### config.mk
export PLATFORM = sky130hd
export DESIGN_NAME = ldpr_dot_regs
export DESIGN_NICKNAME = d
export VERILOG_FILES = /design/src/hw/ldpr_pkg.sv /design/src/hw/ldpr_column_cell.sv /design/src/hw/ldpr_dot_regs.sv /design/src/hw/ldpr_row_scan.sv
export SDC_FILE = /design/constraint.sdc
export NUM_CORES = 2
export LEC_CHECK = 0
export BUFFER_PORTS_ARGS = -buffer_cell sky130_fd_sc_hd__buf_4
export CELL_PAD_IN_SITES_DETAIL_PLACEMENT = 1
export CELL_PAD_IN_SITES_GLOBAL_PLACEMENT = 2
export CORE_ASPECT_RATIO = 1.2
export CORE_UTILIZATION = 42
export CTS_BUF_LIST = sky130_fd_sc_hd__clkbuf_2
export CTS_CLUSTER_DIAMETER = 120
export CTS_CLUSTER_SIZE = 30
export DETAILED_ROUTE_END_ITERATION = 12
export GPL_ROUTABILITY_DRIVEN = 0
export PLACE_DENSITY = 0.88
export SLEW_MARGIN = 20
export SYNTH_ARGS = -nofsm -noshare
export SYNTH_HDL_FRONTEND = slang
export SYNTH_SLANG_ARGS = --single-unit
### constraint.sdc
create_clock -name CLK_SYS_IN -period 55.6 [get_ports CLK_SYS_IN]
set_clock_uncertainty 0.15 [all_clocks]
set_input_delay 8.34 -clock CLK_SYS_IN [delete_from_list [all_inputs] [get_ports CLK_SYS_IN]]
set_output_delay 8.34 -clock CLK_SYS_IN [all_outputs]
set_load 0.05 [all_outputs]
### src/hw/ldpr_pkg.sv
// Shared constants and carrier types of the LED dot register and scan block.
package ldpr_pkg;
   localparam int unsigned CLK_HZ             = 40_000_000;
   localparam int unsigned CLK_MHZ            = CLK_HZ / 1_000_000;
   localparam int unsigned PWM_STEPS          = 256;
   localparam int unsigned ROW_ACTIVE_SLOW_US = 128;
   localparam int unsigned ROW_BLANK_SLOW_US  = 8;
   localparam int unsigned PWM_FAST_HZ        = 25_000;
   // Step and blank lengths in cycles; the fast step rounds down so the row period never exceeds its slot.
   localparam int unsigned STEP_SLOW_CYC      = (ROW_ACTIVE_SLOW_US * CLK_MHZ + PWM_STEPS - 1) / PWM_STEPS;
   localparam int unsigned BLANK_CYC          = ROW_BLANK_SLOW_US * CLK_MHZ;
   localparam int unsigned FAST_ROW_CYC       = CLK_HZ / PWM_FAST_HZ;
   localparam int unsigned STEP_FAST_CYC      = (FAST_ROW_CYC - BLANK_CYC) / PWM_STEPS;

   localparam int unsigned ROWS               = 12;
   localparam int unsigned COLS               = 12;
   localparam int unsigned DOTS               = ROWS * COLS;
   localparam int unsigned ROW_STRIDE         = 16;
   localparam int unsigned DOT_BYTES          = 190;
   localparam int unsigned FLAGS_PER_BYTE     = 6;

   localparam logic [7:0]  PAGE_LED_CTRL      = 8'h00;
   localparam logic [7:0]  PAGE_DUTY          = 8'h01;
   localparam logic [7:0]  PAGE_MODE          = 8'h02;
   localparam logic [7:0]  PAGE_FUNC          = 8'h03;
   localparam logic [7:0]  OPEN_FIRST         = 8'h18;
   localparam logic [7:0]  OPEN_LAST          = 8'h2f;
   localparam logic [7:0]  SHORT_FIRST        = 8'h30;
   localparam logic [7:0]  SHORT_LAST         = 8'h47;
   localparam logic [7:0]  DOT_FIRST          = 8'h00;
   localparam logic [7:0]  DOT_LAST           = 8'hbd;
   localparam logic [7:0]  FUNC_CONFIG        = 8'h00;
   localparam logic [7:0]  FUNC_GCC           = 8'h01;
   localparam int unsigned CFG_DETECT_BIT     = 2;
   localparam int unsigned CFG_FREQ_BIT       = 4;
   localparam logic [7:0]  RESET_BYTE         = 8'h00;

   typedef enum logic [1:0] {
      MODE_DUTY,
      MODE_PROFILE_ONE,
      MODE_PROFILE_TWO,
      MODE_PROFILE_THREE
   } ldpr_mode_e;

   typedef struct packed {
      logic       wr;
      logic       rd;
      logic [7:0] page;
      logic [7:0] addr;
      logic [7:0] wdata;
   } ldpr_reg_req_s;

   typedef struct packed {
      logic       active;
      logic [3:0] row;
      logic [7:0] phase;
   } ldpr_scan_s;
endpackage

### src/hw/ldpr_column_cell.sv
// One column source: compares the free running phase with the dot level.
`timescale 1ns/1ps
module ldpr_column_cell (
   input  wire logic       clk_in,
   input  wire logic       rst_n_in,
   input  wire logic       active_in,
   input  wire logic [7:0] phase_in,
   input  wire logic [7:0] level_in,
   output logic            on_out
);
   typedef struct packed {
      logic on;
   } ldpr_cell_st_s;

   ldpr_cell_st_s st;
   ldpr_cell_st_s next_st;

   always_comb begin
      next_st    = st;
      next_st.on = active_in && (phase_in < level_in);
   end

   always_ff @(posedge clk_in or negedge rst_n_in) begin
      if (!rst_n_in) begin
         st <= '0;
      end else begin
         st <= next_st;
      end
   end

   assign on_out = st.on;

   a_zero_dark: assert property (@(posedge clk_in) disable iff (!rst_n_in)
      (level_in == 8'h00) |=> !on_out)
      else $error("dot with zero level was driven");
   a_on_cause: assert property (@(posedge clk_in) disable iff (!rst_n_in)
      on_out == $past(active_in && (phase_in < level_in)))
      else $error("column source does not follow phase and level");
endmodule

### src/hw/ldpr_dot_regs.sv
// Paged dot registers, fault flags, function bytes and the scanned column drive.
`timescale 1ns/1ps
// Operation
// Open flags kept per dot, six per byte low bits, top two read zero.
// Short flags kept per dot, six per byte, one means shorted, cleared at reset.
// Short flag bytes sit at 30h to 47h of page zero, two per row.
// Each dot has its own eight bit duty value resetting to zero.
// Duty bytes sit on page one at addresses 00h through BDh.
// Dot average current follows duty over 256, global current and row duty.
// Slow rate: each row active 128 us then blanked 8 us.
// Column current scaled by global current code at function address 01h.
// Per dot mode selector in two low bits, resets to 00, upper bits ignored.
// Mode selector bytes sit on page two at addresses 00h through BDh.
// Mode 00 uses duty; 01, 10, 11 attach breathing profiles one to three.
// Detect trigger rising zero to one starts a pass that refreshes flags.
// Frequency select bit picks 7.4 kHz when clear, 25 kHz when set.
// Column driven while phase is below duty; zero duty stays dark.
// Host picks the page first; writes to fault flag bytes are ignored.
module ldpr_dot_regs #(
   parameter int unsigned ROWS = ldpr_pkg::ROWS,
   parameter int unsigned COLS = ldpr_pkg::COLS
) (
   input  wire logic                          CLK_SYS_IN,
   input  wire logic                          RST_B_IN,
   input  ldpr_pkg::ldpr_reg_req_s            REG_REQ_IN,
   output logic [7:0]                         REG_RDATA_OUT,
   output logic                               REG_RVALID_OUT,
   input  wire logic                          FAULT_DONE_IN,
   input  wire logic [ldpr_pkg::DOTS-1:0]     FAULT_OPEN_IN,
   input  wire logic [ldpr_pkg::DOTS-1:0]     FAULT_SHORT_IN,
   output logic                               DETECT_START_OUT,
   input  wire logic [2:0][7:0]               BREATH_LEVEL_IN,
   output logic [7:0]                         GLOBAL_CURRENT_OUT,
   output logic                               FREQ_FAST_OUT,
   output logic [ROWS-1:0]                    ROW_SWITCH_OUT,
   output logic [COLS-1:0]                    COLUMN_SOURCE_OUT
);
   if (ROWS != ldpr_pkg::ROWS || COLS != ldpr_pkg::COLS) begin : g_size_check
      $error("register map serves a 12 by 12 matrix only");
   end

   localparam int unsigned NB = ldpr_pkg::DOT_BYTES;
   localparam int unsigned ND = ldpr_pkg::DOTS;

   typedef struct packed {
      logic [NB-1:0][7:0] duty;
      logic [NB-1:0][1:0] mode;
      logic [ND-1:0]      open_flag;
      logic [ND-1:0]      short_flag;
      logic               freq;
      logic               detect;
      logic [7:0]         global_current_code;
      logic [7:0]         rdata;
      logic               rvalid;
      logic               start;
      logic [ROWS-1:0]    rows;
   } ldpr_regs_st_s;

   ldpr_regs_st_s           st;
   ldpr_regs_st_s           next_st;
   logic [1:0]              rst_sync;
   logic                    rst_n;
   ldpr_pkg::ldpr_scan_s    scan;
   logic [COLS-1:0][7:0]    level;
   logic [7:0]              idx;
   logic [7:0]              row_sel;
   int unsigned             flag_base;

   // Reset is released through two flops so every flop leaves reset on the same edge.
   always_ff @(posedge CLK_SYS_IN or negedge RST_B_IN) begin
      if (!RST_B_IN) begin
         rst_sync <= 2'b00;
      end else begin
         rst_sync <= {rst_sync[0], 1'b1};
      end
   end
   assign rst_n = rst_sync[1];

   ldpr_row_scan #(
      .ROWS (ROWS)
   ) u_scan (
      .clk_in   (CLK_SYS_IN),
      .rst_n_in (rst_n),
      .fast_in  (st.freq),
      .scan_out (scan)
   );

   // Per column level for the active row; breathing profiles replace the duty byte.
   always_comb begin
      level = '0;
      for (int c = 0; c < COLS; c++) begin
         unique case (ldpr_pkg::ldpr_mode_e'(st.mode[8'(scan.row * ldpr_pkg::ROW_STRIDE + c)]))
            ldpr_pkg::MODE_DUTY:          level[c] = st.duty[8'(scan.row * ldpr_pkg::ROW_STRIDE + c)];
            ldpr_pkg::MODE_PROFILE_ONE:   level[c] = BREATH_LEVEL_IN[0];
            ldpr_pkg::MODE_PROFILE_TWO:   level[c] = BREATH_LEVEL_IN[1];
            ldpr_pkg::MODE_PROFILE_THREE: level[c] = BREATH_LEVEL_IN[2];
         endcase
      end
   end

   for (genvar g = 0; g < COLS; g++) begin : g_col
      ldpr_column_cell u_cell (
         .clk_in    (CLK_SYS_IN),
         .rst_n_in  (rst_n),
         .active_in (scan.active),
         .phase_in  (scan.phase),
         .level_in  (level[g]),
         .on_out    (COLUMN_SOURCE_OUT[g])
      );
   end

   always_comb begin
      next_st        = st;
      next_st.rvalid = 1'b0;
      next_st.start  = 1'b0;
      next_st.rdata  = ldpr_pkg::RESET_BYTE;
      idx            = 8'h00;
      row_sel        = 8'h00;
      flag_base      = 0;
      next_st.rows   = '0;
      if (scan.active) begin
         next_st.rows[scan.row] = 1'b1;
      end
      // A finished detection pass replaces both flag arrays at once.
      if (FAULT_DONE_IN) begin
         next_st.open_flag  = FAULT_OPEN_IN;
         next_st.short_flag = FAULT_SHORT_IN;
      end
      if (REG_REQ_IN.wr) begin
         unique case (REG_REQ_IN.page)
            ldpr_pkg::PAGE_DUTY: begin
               if (REG_REQ_IN.addr <= ldpr_pkg::DOT_LAST) begin
                  next_st.duty[REG_REQ_IN.addr] = REG_REQ_IN.wdata;
               end
            end
            ldpr_pkg::PAGE_MODE: begin
               if (REG_REQ_IN.addr <= ldpr_pkg::DOT_LAST) begin
                  next_st.mode[REG_REQ_IN.addr] = REG_REQ_IN.wdata[1:0];
               end
            end
            ldpr_pkg::PAGE_FUNC: begin
               if (REG_REQ_IN.addr == ldpr_pkg::FUNC_CONFIG) begin
                  next_st.freq   = REG_REQ_IN.wdata[ldpr_pkg::CFG_FREQ_BIT];
                  next_st.detect = REG_REQ_IN.wdata[ldpr_pkg::CFG_DETECT_BIT];
                  next_st.start  = REG_REQ_IN.wdata[ldpr_pkg::CFG_DETECT_BIT] && !st.detect;
               end else if (REG_REQ_IN.addr == ldpr_pkg::FUNC_GCC) begin
                  next_st.global_current_code = REG_REQ_IN.wdata;
               end
            end
            default: begin
               // Fault flag bytes are read only, so writes to page zero are dropped.
               next_st.global_current_code = st.global_current_code;
            end
         endcase
      end
      if (REG_REQ_IN.rd) begin
         next_st.rvalid = 1'b1;
         if (REG_REQ_IN.page == ldpr_pkg::PAGE_LED_CTRL) begin
            if (REG_REQ_IN.addr >= ldpr_pkg::OPEN_FIRST && REG_REQ_IN.addr <= ldpr_pkg::OPEN_LAST) begin
               idx       = REG_REQ_IN.addr - ldpr_pkg::OPEN_FIRST;
               row_sel   = {1'b0, idx[7:1]};
               flag_base = row_sel * COLS + idx[0] * ldpr_pkg::FLAGS_PER_BYTE;
               next_st.rdata = {2'b00, st.open_flag[flag_base +: ldpr_pkg::FLAGS_PER_BYTE]};
            end else if (REG_REQ_IN.addr >= ldpr_pkg::SHORT_FIRST && REG_REQ_IN.addr <= ldpr_pkg::SHORT_LAST) begin
               idx       = REG_REQ_IN.addr - ldpr_pkg::SHORT_FIRST;
               row_sel   = {1'b0, idx[7:1]};
               flag_base = row_sel * COLS + idx[0] * ldpr_pkg::FLAGS_PER_BYTE;
               next_st.rdata = {2'b00, st.short_flag[flag_base +: ldpr_pkg::FLAGS_PER_BYTE]};
            end
         end
      end
   end

   always_ff @(posedge CLK_SYS_IN or negedge rst_n) begin
      if (!rst_n) begin
         st <= '0;
      end else begin
         st <= next_st;
      end
   end

   assign REG_RDATA_OUT      = st.rdata;
   assign REG_RVALID_OUT     = st.rvalid;
   assign DETECT_START_OUT   = st.start;
   assign GLOBAL_CURRENT_OUT = st.global_current_code;
   assign FREQ_FAST_OUT      = st.freq;
   assign ROW_SWITCH_OUT     = st.rows;

   a_detect_rise: assert property (@(posedge CLK_SYS_IN) disable iff (!rst_n)
      (REG_REQ_IN.wr && REG_REQ_IN.page == ldpr_pkg::PAGE_FUNC && REG_REQ_IN.addr == ldpr_pkg::FUNC_CONFIG
       && REG_REQ_IN.wdata[ldpr_pkg::CFG_DETECT_BIT] && !st.detect) |=> DETECT_START_OUT ##1 !DETECT_START_OUT)
      else $error("detect start missing or longer than one cycle");
   a_fault_load: assert property (@(posedge CLK_SYS_IN) disable iff (!rst_n)
      FAULT_DONE_IN |=> st.open_flag == $past(FAULT_OPEN_IN) && st.short_flag == $past(FAULT_SHORT_IN))
      else $error("fault flags not refreshed");
   a_flag_upper: assert property (@(posedge CLK_SYS_IN) disable iff (!rst_n)
      REG_REQ_IN.rd |=> REG_RVALID_OUT && REG_RDATA_OUT[7:6] == 2'b00)
      else $error("read answer missing or upper bits set");
   a_duty_store: assert property (@(posedge CLK_SYS_IN) disable iff (!rst_n)
      (REG_REQ_IN.wr && REG_REQ_IN.page == ldpr_pkg::PAGE_DUTY && REG_REQ_IN.addr <= ldpr_pkg::DOT_LAST)
      |=> st.duty[$past(REG_REQ_IN.addr)] == $past(REG_REQ_IN.wdata))
      else $error("duty byte not stored");
   a_mode_store: assert property (@(posedge CLK_SYS_IN) disable iff (!rst_n)
      (REG_REQ_IN.wr && REG_REQ_IN.page == ldpr_pkg::PAGE_MODE && REG_REQ_IN.addr <= ldpr_pkg::DOT_LAST)
      |=> st.mode[$past(REG_REQ_IN.addr)] == $past(REG_REQ_IN.wdata[1:0]))
      else $error("mode selector not stored from low bits");
   a_gcc_out: assert property (@(posedge CLK_SYS_IN) disable iff (!rst_n)
      (REG_REQ_IN.wr && REG_REQ_IN.page == ldpr_pkg::PAGE_FUNC && REG_REQ_IN.addr == ldpr_pkg::FUNC_GCC)
      |=> GLOBAL_CURRENT_OUT == $past(REG_REQ_IN.wdata))
      else $error("global current code not applied");
   a_page0_ro: assert property (@(posedge CLK_SYS_IN) disable iff (!rst_n)
      (REG_REQ_IN.wr && REG_REQ_IN.page == ldpr_pkg::PAGE_LED_CTRL && !FAULT_DONE_IN)
      |=> $stable(st.open_flag) && $stable(st.short_flag))
      else $error("write changed a fault flag");
   a_row_onehot: assert property (@(posedge CLK_SYS_IN) disable iff (!rst_n)
      $onehot0(ROW_SWITCH_OUT))
      else $error("more than one row switch active");
   c_detect: cover property (@(posedge CLK_SYS_IN) disable iff (!rst_n) DETECT_START_OUT ##[1:50] FAULT_DONE_IN);
   c_fast: cover property (@(posedge CLK_SYS_IN) disable iff (!rst_n) FREQ_FAST_OUT && |COLUMN_SOURCE_OUT);
   c_short_read: cover property (@(posedge CLK_SYS_IN) disable iff (!rst_n) REG_RVALID_OUT && REG_RDATA_OUT != 8'h00);
endmodule

### src/hw/ldpr_row_scan.sv
// Row slot timer: PWM phase counter, active and blank intervals, row index.
`timescale 1ns/1ps
module ldpr_row_scan #(
   parameter int unsigned ROWS = ldpr_pkg::ROWS
) (
   input  wire logic               clk_in,
   input  wire logic               rst_n_in,
   input  wire logic               fast_in,
   output ldpr_pkg::ldpr_scan_s    scan_out
);
   if (ROWS < 1 || ROWS > 16) begin : g_rows_check
      $error("ROWS must be 1 to 16");
   end

   typedef struct packed {
      logic [10:0] cnt;
      logic        active;
      logic [3:0]  row;
      logic [7:0]  phase;
   } ldpr_scan_st_s;

   ldpr_scan_st_s st;
   ldpr_scan_st_s next_st;
   logic [10:0]   step_last;

   localparam logic [10:0] SLOW_LAST  = 11'(ldpr_pkg::STEP_SLOW_CYC - 1);
   localparam logic [10:0] FAST_LAST  = 11'(ldpr_pkg::STEP_FAST_CYC - 1);
   localparam logic [10:0] BLANK_LAST = 11'(ldpr_pkg::BLANK_CYC - 1);
   localparam logic [3:0]  ROW_LAST   = 4'(ROWS - 1);

   always_comb begin
      next_st   = st;
      step_last = fast_in ? FAST_LAST : SLOW_LAST;
      if (st.active) begin
         if (st.cnt >= step_last) begin
            next_st.cnt = 11'h000;
            if (st.phase == 8'hff) begin
               next_st.active = 1'b0;
               next_st.phase  = 8'h00;
            end else begin
               next_st.phase = st.phase + 8'h01;
            end
         end else begin
            next_st.cnt = st.cnt + 11'h001;
         end
      end else begin
         if (st.cnt == BLANK_LAST) begin
            next_st.cnt    = 11'h000;
            next_st.active = 1'b1;
            next_st.row    = (st.row == ROW_LAST) ? 4'h0 : st.row + 4'h1;
         end else begin
            next_st.cnt = st.cnt + 11'h001;
         end
      end
   end

   always_ff @(posedge clk_in or negedge rst_n_in) begin
      if (!rst_n_in) begin
         st <= '0;
      end else begin
         st <= next_st;
      end
   end

   assign scan_out = '{active: st.active, row: st.row, phase: st.phase};

   a_blank_ends: assert property (@(posedge clk_in) disable iff (!rst_n_in)
      (!st.active && st.cnt == BLANK_LAST) |=> st.active && st.phase == 8'h00)
      else $error("blank interval did not end after its length");
   a_phase_steps: assert property (@(posedge clk_in) disable iff (!rst_n_in)
      (st.active && $changed(st.phase)) |-> ($past(st.cnt) == $past(fast_in ? FAST_LAST : SLOW_LAST))
      || ($past(fast_in) != $past(fast_in, 2)))
      else $error("phase advanced off a step boundary");
   c_row_wrap: cover property (@(posedge clk_in) disable iff (!rst_n_in)
      $changed(st.row) && st.row == 4'h0);
endmodule

==> flow_metrics.env <==
export IMPL_synth_warnings=0
export IMPL_maxUsedRoutingLayer="met5"
export IMPL_cts_buffer_depth=3
export IMPL_fin_util=0.451
export IMPL_required_ps=57160
export IMPL_netlist_instances=6383
export IMPL_wl_per_cell_um=29.3
export IMPL_ctsHtreeMaxLevel=3
export IMPL_dieArea_mm2=0.220
export IMPL_synth_async_sr_flop_share=1.00
export IMPL_clkPwrFrac=0.208
export IMPL_clock_root_buffer="clkbuf_2"
export IMPL_synth_cell_type_count=75
export IMPL_ff2ff_setup_slack_ps=49430
export IMPL_clock_latency_ps=1890
export IMPL_clock_sinks=1796
export IMPL_holdCritPathClass="register to asynchronous set/reset pin"
export IMPL_wl_met2_um=136000
export IMPL_period_share=0.210
export IMPL_cts_tree="done"
export IMPL_drive_above_1_share=0.475
export IMPL_synth_flop_cell="dfrtp_1"
export IMPL_place_area_mm2=0.0968
export IMPL_crit_arrival_ps=13260
export IMPL_die_x_um=428
export IMPL_cp_start_kind="primary input"
export IMPL_nNetsFinal=6897
export IMPL_synth_seq_cells=1796
export IMPL_endpoint_kind="register"
export IMPL_synth_edf_count=0
export IMPL_regToRegEndpoint="g_col[6].u_cell.on_out"
export IMPL_power_share_sequential=0.623
export IMPL_hold_violations=0
export IMPL_synth_area_mm2=0.0916
export IMPL_met1_length_um=109000
export IMPL_io_pins=384
export IMPL_drcViolationCount=0
export IMPL_place_ws_ps=42090
export IMPL_grt_use_total=0.248
export IMPL_combinationalPowerShare=0.169
export IMPL_p_per_area_mw_per_mm2=22.8
export IMPL_p_sw_uw=669
export IMPL_relSlewSlack=0.192
export IMPL_fmax_mhz=85.5
export IMPL_worst_r2r_path_depth=15
export IMPL_clk_pin_slew_ps=570
export IMPL_whs_ps=97.4
export IMPL_post_cts_resized=0
export IMPL_drt_first_iter_violations=4703
export IMPL_final_cell_count_no_fill=9295
export IMPL_wl_met3_um=15500
export IMPL_rsz0062_at_grt="no"
export IMPL_drt_total_wl_um=272000
export IMPL_vias=56900
export IMPL_vias_per_cell=6.12
export IMPL_ys_seq_area_frac=0.491
export IMPL_rows=187
export IMPL_place_hpwl_um=184000
export IMPL_worstSetupPathType="primary input to register"
export IMPL_grt_pass1_vias=62600
export IMPL_placed_cells=9196
export IMPL_internal_power_mw=1.56
export IMPL_fin_tns_setup_ps=0
export IMPL_layout_min_cycle_time_ps=11700
export IMPL_antenna_found_initial=22
export IMPL_grt_pass1_wl_um=414000
export IMPL_power_leakage_nw=44.0
export IMPL_start_util=0.423
export IMPL_avgSynthCellArea_um2=14.3
export IMPL_area_growth_pct=6.54
export IMPL_slew_violations=0
export IMPL_status="complete, no violations"
export IMPL_grt_ovfl_total=0
export IMPL_core_area_mm2=0.216
export IMPL_ant_nets=0
export IMPL_worst_pin_slew_ps=1210
export IMPL_worst_ir_drop_vdd_mv=0.0217
export IMPL_cts_made_buffers=72
export IMPL_setup_viol=0
export IMPL_io_buffers=381
export IMPL_cp_max_fo=74
export IMPL_die_y_um=514
export IMPL_setup_slack_ps=43900
export IMPL_final_cell_area_mm2=0.0976
export IMPL_timing_rr_start="u_scan.scan_out[8]"
export IMPL_max_cap_viol_count=0
export IMPL_postCtsSetupBuffers=0
export IMPL_cts_hold_buf=0
export IMPL_p_sw_frac=0.301
export IMPL_first_pass_iters=5
export IMPL_grt_max_degree=181
export IMPL_power_mw=2.22
-- worst max-delay path: stages --
cell and delay (ps):
buf_8 500, ha_1 270, buf_4 310, nor4b_1 90
o21ai_0 470, and4b_1 1010, nand3_1 870, nor2_1 920
mux2_2 420
-- Yosys cell counts (all sizes together) (24+ instances only) --
cell,instances,share of area
mux4,638,0.16
nand2,432,0.018
nand3,44,0.0024
nand4,30,0.0020
xnor2,24,0.0025
nor3,35,0.0019
mux2i,161,0.018
inv,117,0.0048
buf,166,0.0098
nor2,173,0.0077
mux2,1785,0.22
o21ai,181,0.010
ha,117,0.016
clkbuf,354,0.015
a21oi,61,0.0033
dfrtp,1796,0.49
and3,34,0.0023
-- layer usage --
layer	GRT usage	up-vias
met1	0.318	30900
met2	0.423	1856
met5	0.000874	-
li1	-	23600
met4	0.0995	22
met3	0.0361	502
-- cells by family after synthesis --
| kind of cell | after synthesis | synth area share |
|---|---|---|
| other | 2 | 0.0000820 |
| buffers and inverters | 639 | 0.0292 |
| AND/OR/NAND/NOR | 846 | 0.0418 |
| flip-flops | 1796 | 0.491 |
| AO/OA/AOI/OAI | 353 | 0.0232 |
| adder cells (fa/ha/maj) | 119 | 0.0164 |
| multiplexers | 2584 | 0.394 |
| XOR/XNOR | 44 | 0.00460 |
-- power by group through the flow --
stage          Clock [mW]  Sequential (mW)  Combinational (mW)
2_1_floorplan           0             1.40               0.229
3_3_place_gp            0             1.40               0.361
3_5_place_dp            0             1.40               0.373
4_1_cts             0.481             1.39               0.374
5_1_grt             0.518             1.39               0.403
6_report            0.463             1.39               0.375
-- layout by cell type (no fill, tap or decap), types with 6 or more instances in the layout --
cell type and n:
a211oi_1 18, a21oi_1 61, a221oi_1 6, a22oi_1 14, a311oi_1 7, a31oi_1 6, and2_1 21, and3_1 34
buf_12 7, buf_4 481, clkbuf_2 76, dfrtp_1 1791, diode_2 9, ha_1 115, inv_1 116, mux2_2 1785
mux2i_1 161, mux4_2 638, nand2_1 432, nand2b_1 7, nand3_1 44, nand3b_1 11, nand4_1 30, nor2_1 152
nor2_2 21, nor2b_1 17, nor3_1 34, nor4_1 10, o21ai_0 155, o21ai_1 17, o21ai_2 9, o221ai_1 14
o22ai_1 6, xnor2_1 20, xor2_1 18
-- how the worst max path moves through the flow --
stage	depth (start not counted)	slack [ps]	start	endpoint
after floorplan	0	1680	rst_sync[1]	DETECT_START_OUT
after global placement	9	42200	REG_REQ_IN[8]	st[1881]
after detailed placement	9	42090	REG_REQ_IN[8]	st[1623]
after CTS	1	44160	g_col[4].u_cell.on_out	COLUMN_SOURCE_OUT[4]
final	9	43900	REG_REQ_IN[8]	st[1876]
after global routing	9	43780	REG_REQ_IN[8]	st[1881]
-- state kept, by name, summed over array words and instances, names as in the netlist --
register and cells:
g_col.u_cell.on_out 12, ROW_SWITCH_OUT 12, FREQ_FAST_OUT 1, rst_sync 2, DETECT_START_OUT 1, st 1729, REG_RVALID_OUT 1, GLOBAL_CURRENT_OUT 8
u_scan.st 11, REG_RDATA_OUT 6, u_scan.scan_out 13
-- area by class of cell --
type | instances | area (µm²)
Clock inverter | 12 | 239
Clock buffer | 76 | 380
Inverter | 119 | 447
Fill cell | 21500 | 119000
Antenna cell | 9 | 22.5
Multi-Input combinational cell | 3949 | 44000
Timing Repair Buffer | 499 | 3920
Tap cell | 2835 | 3550
Sequential cell | 1796 | 45000
Note: power is estimated with default switching activity, not from simulation.
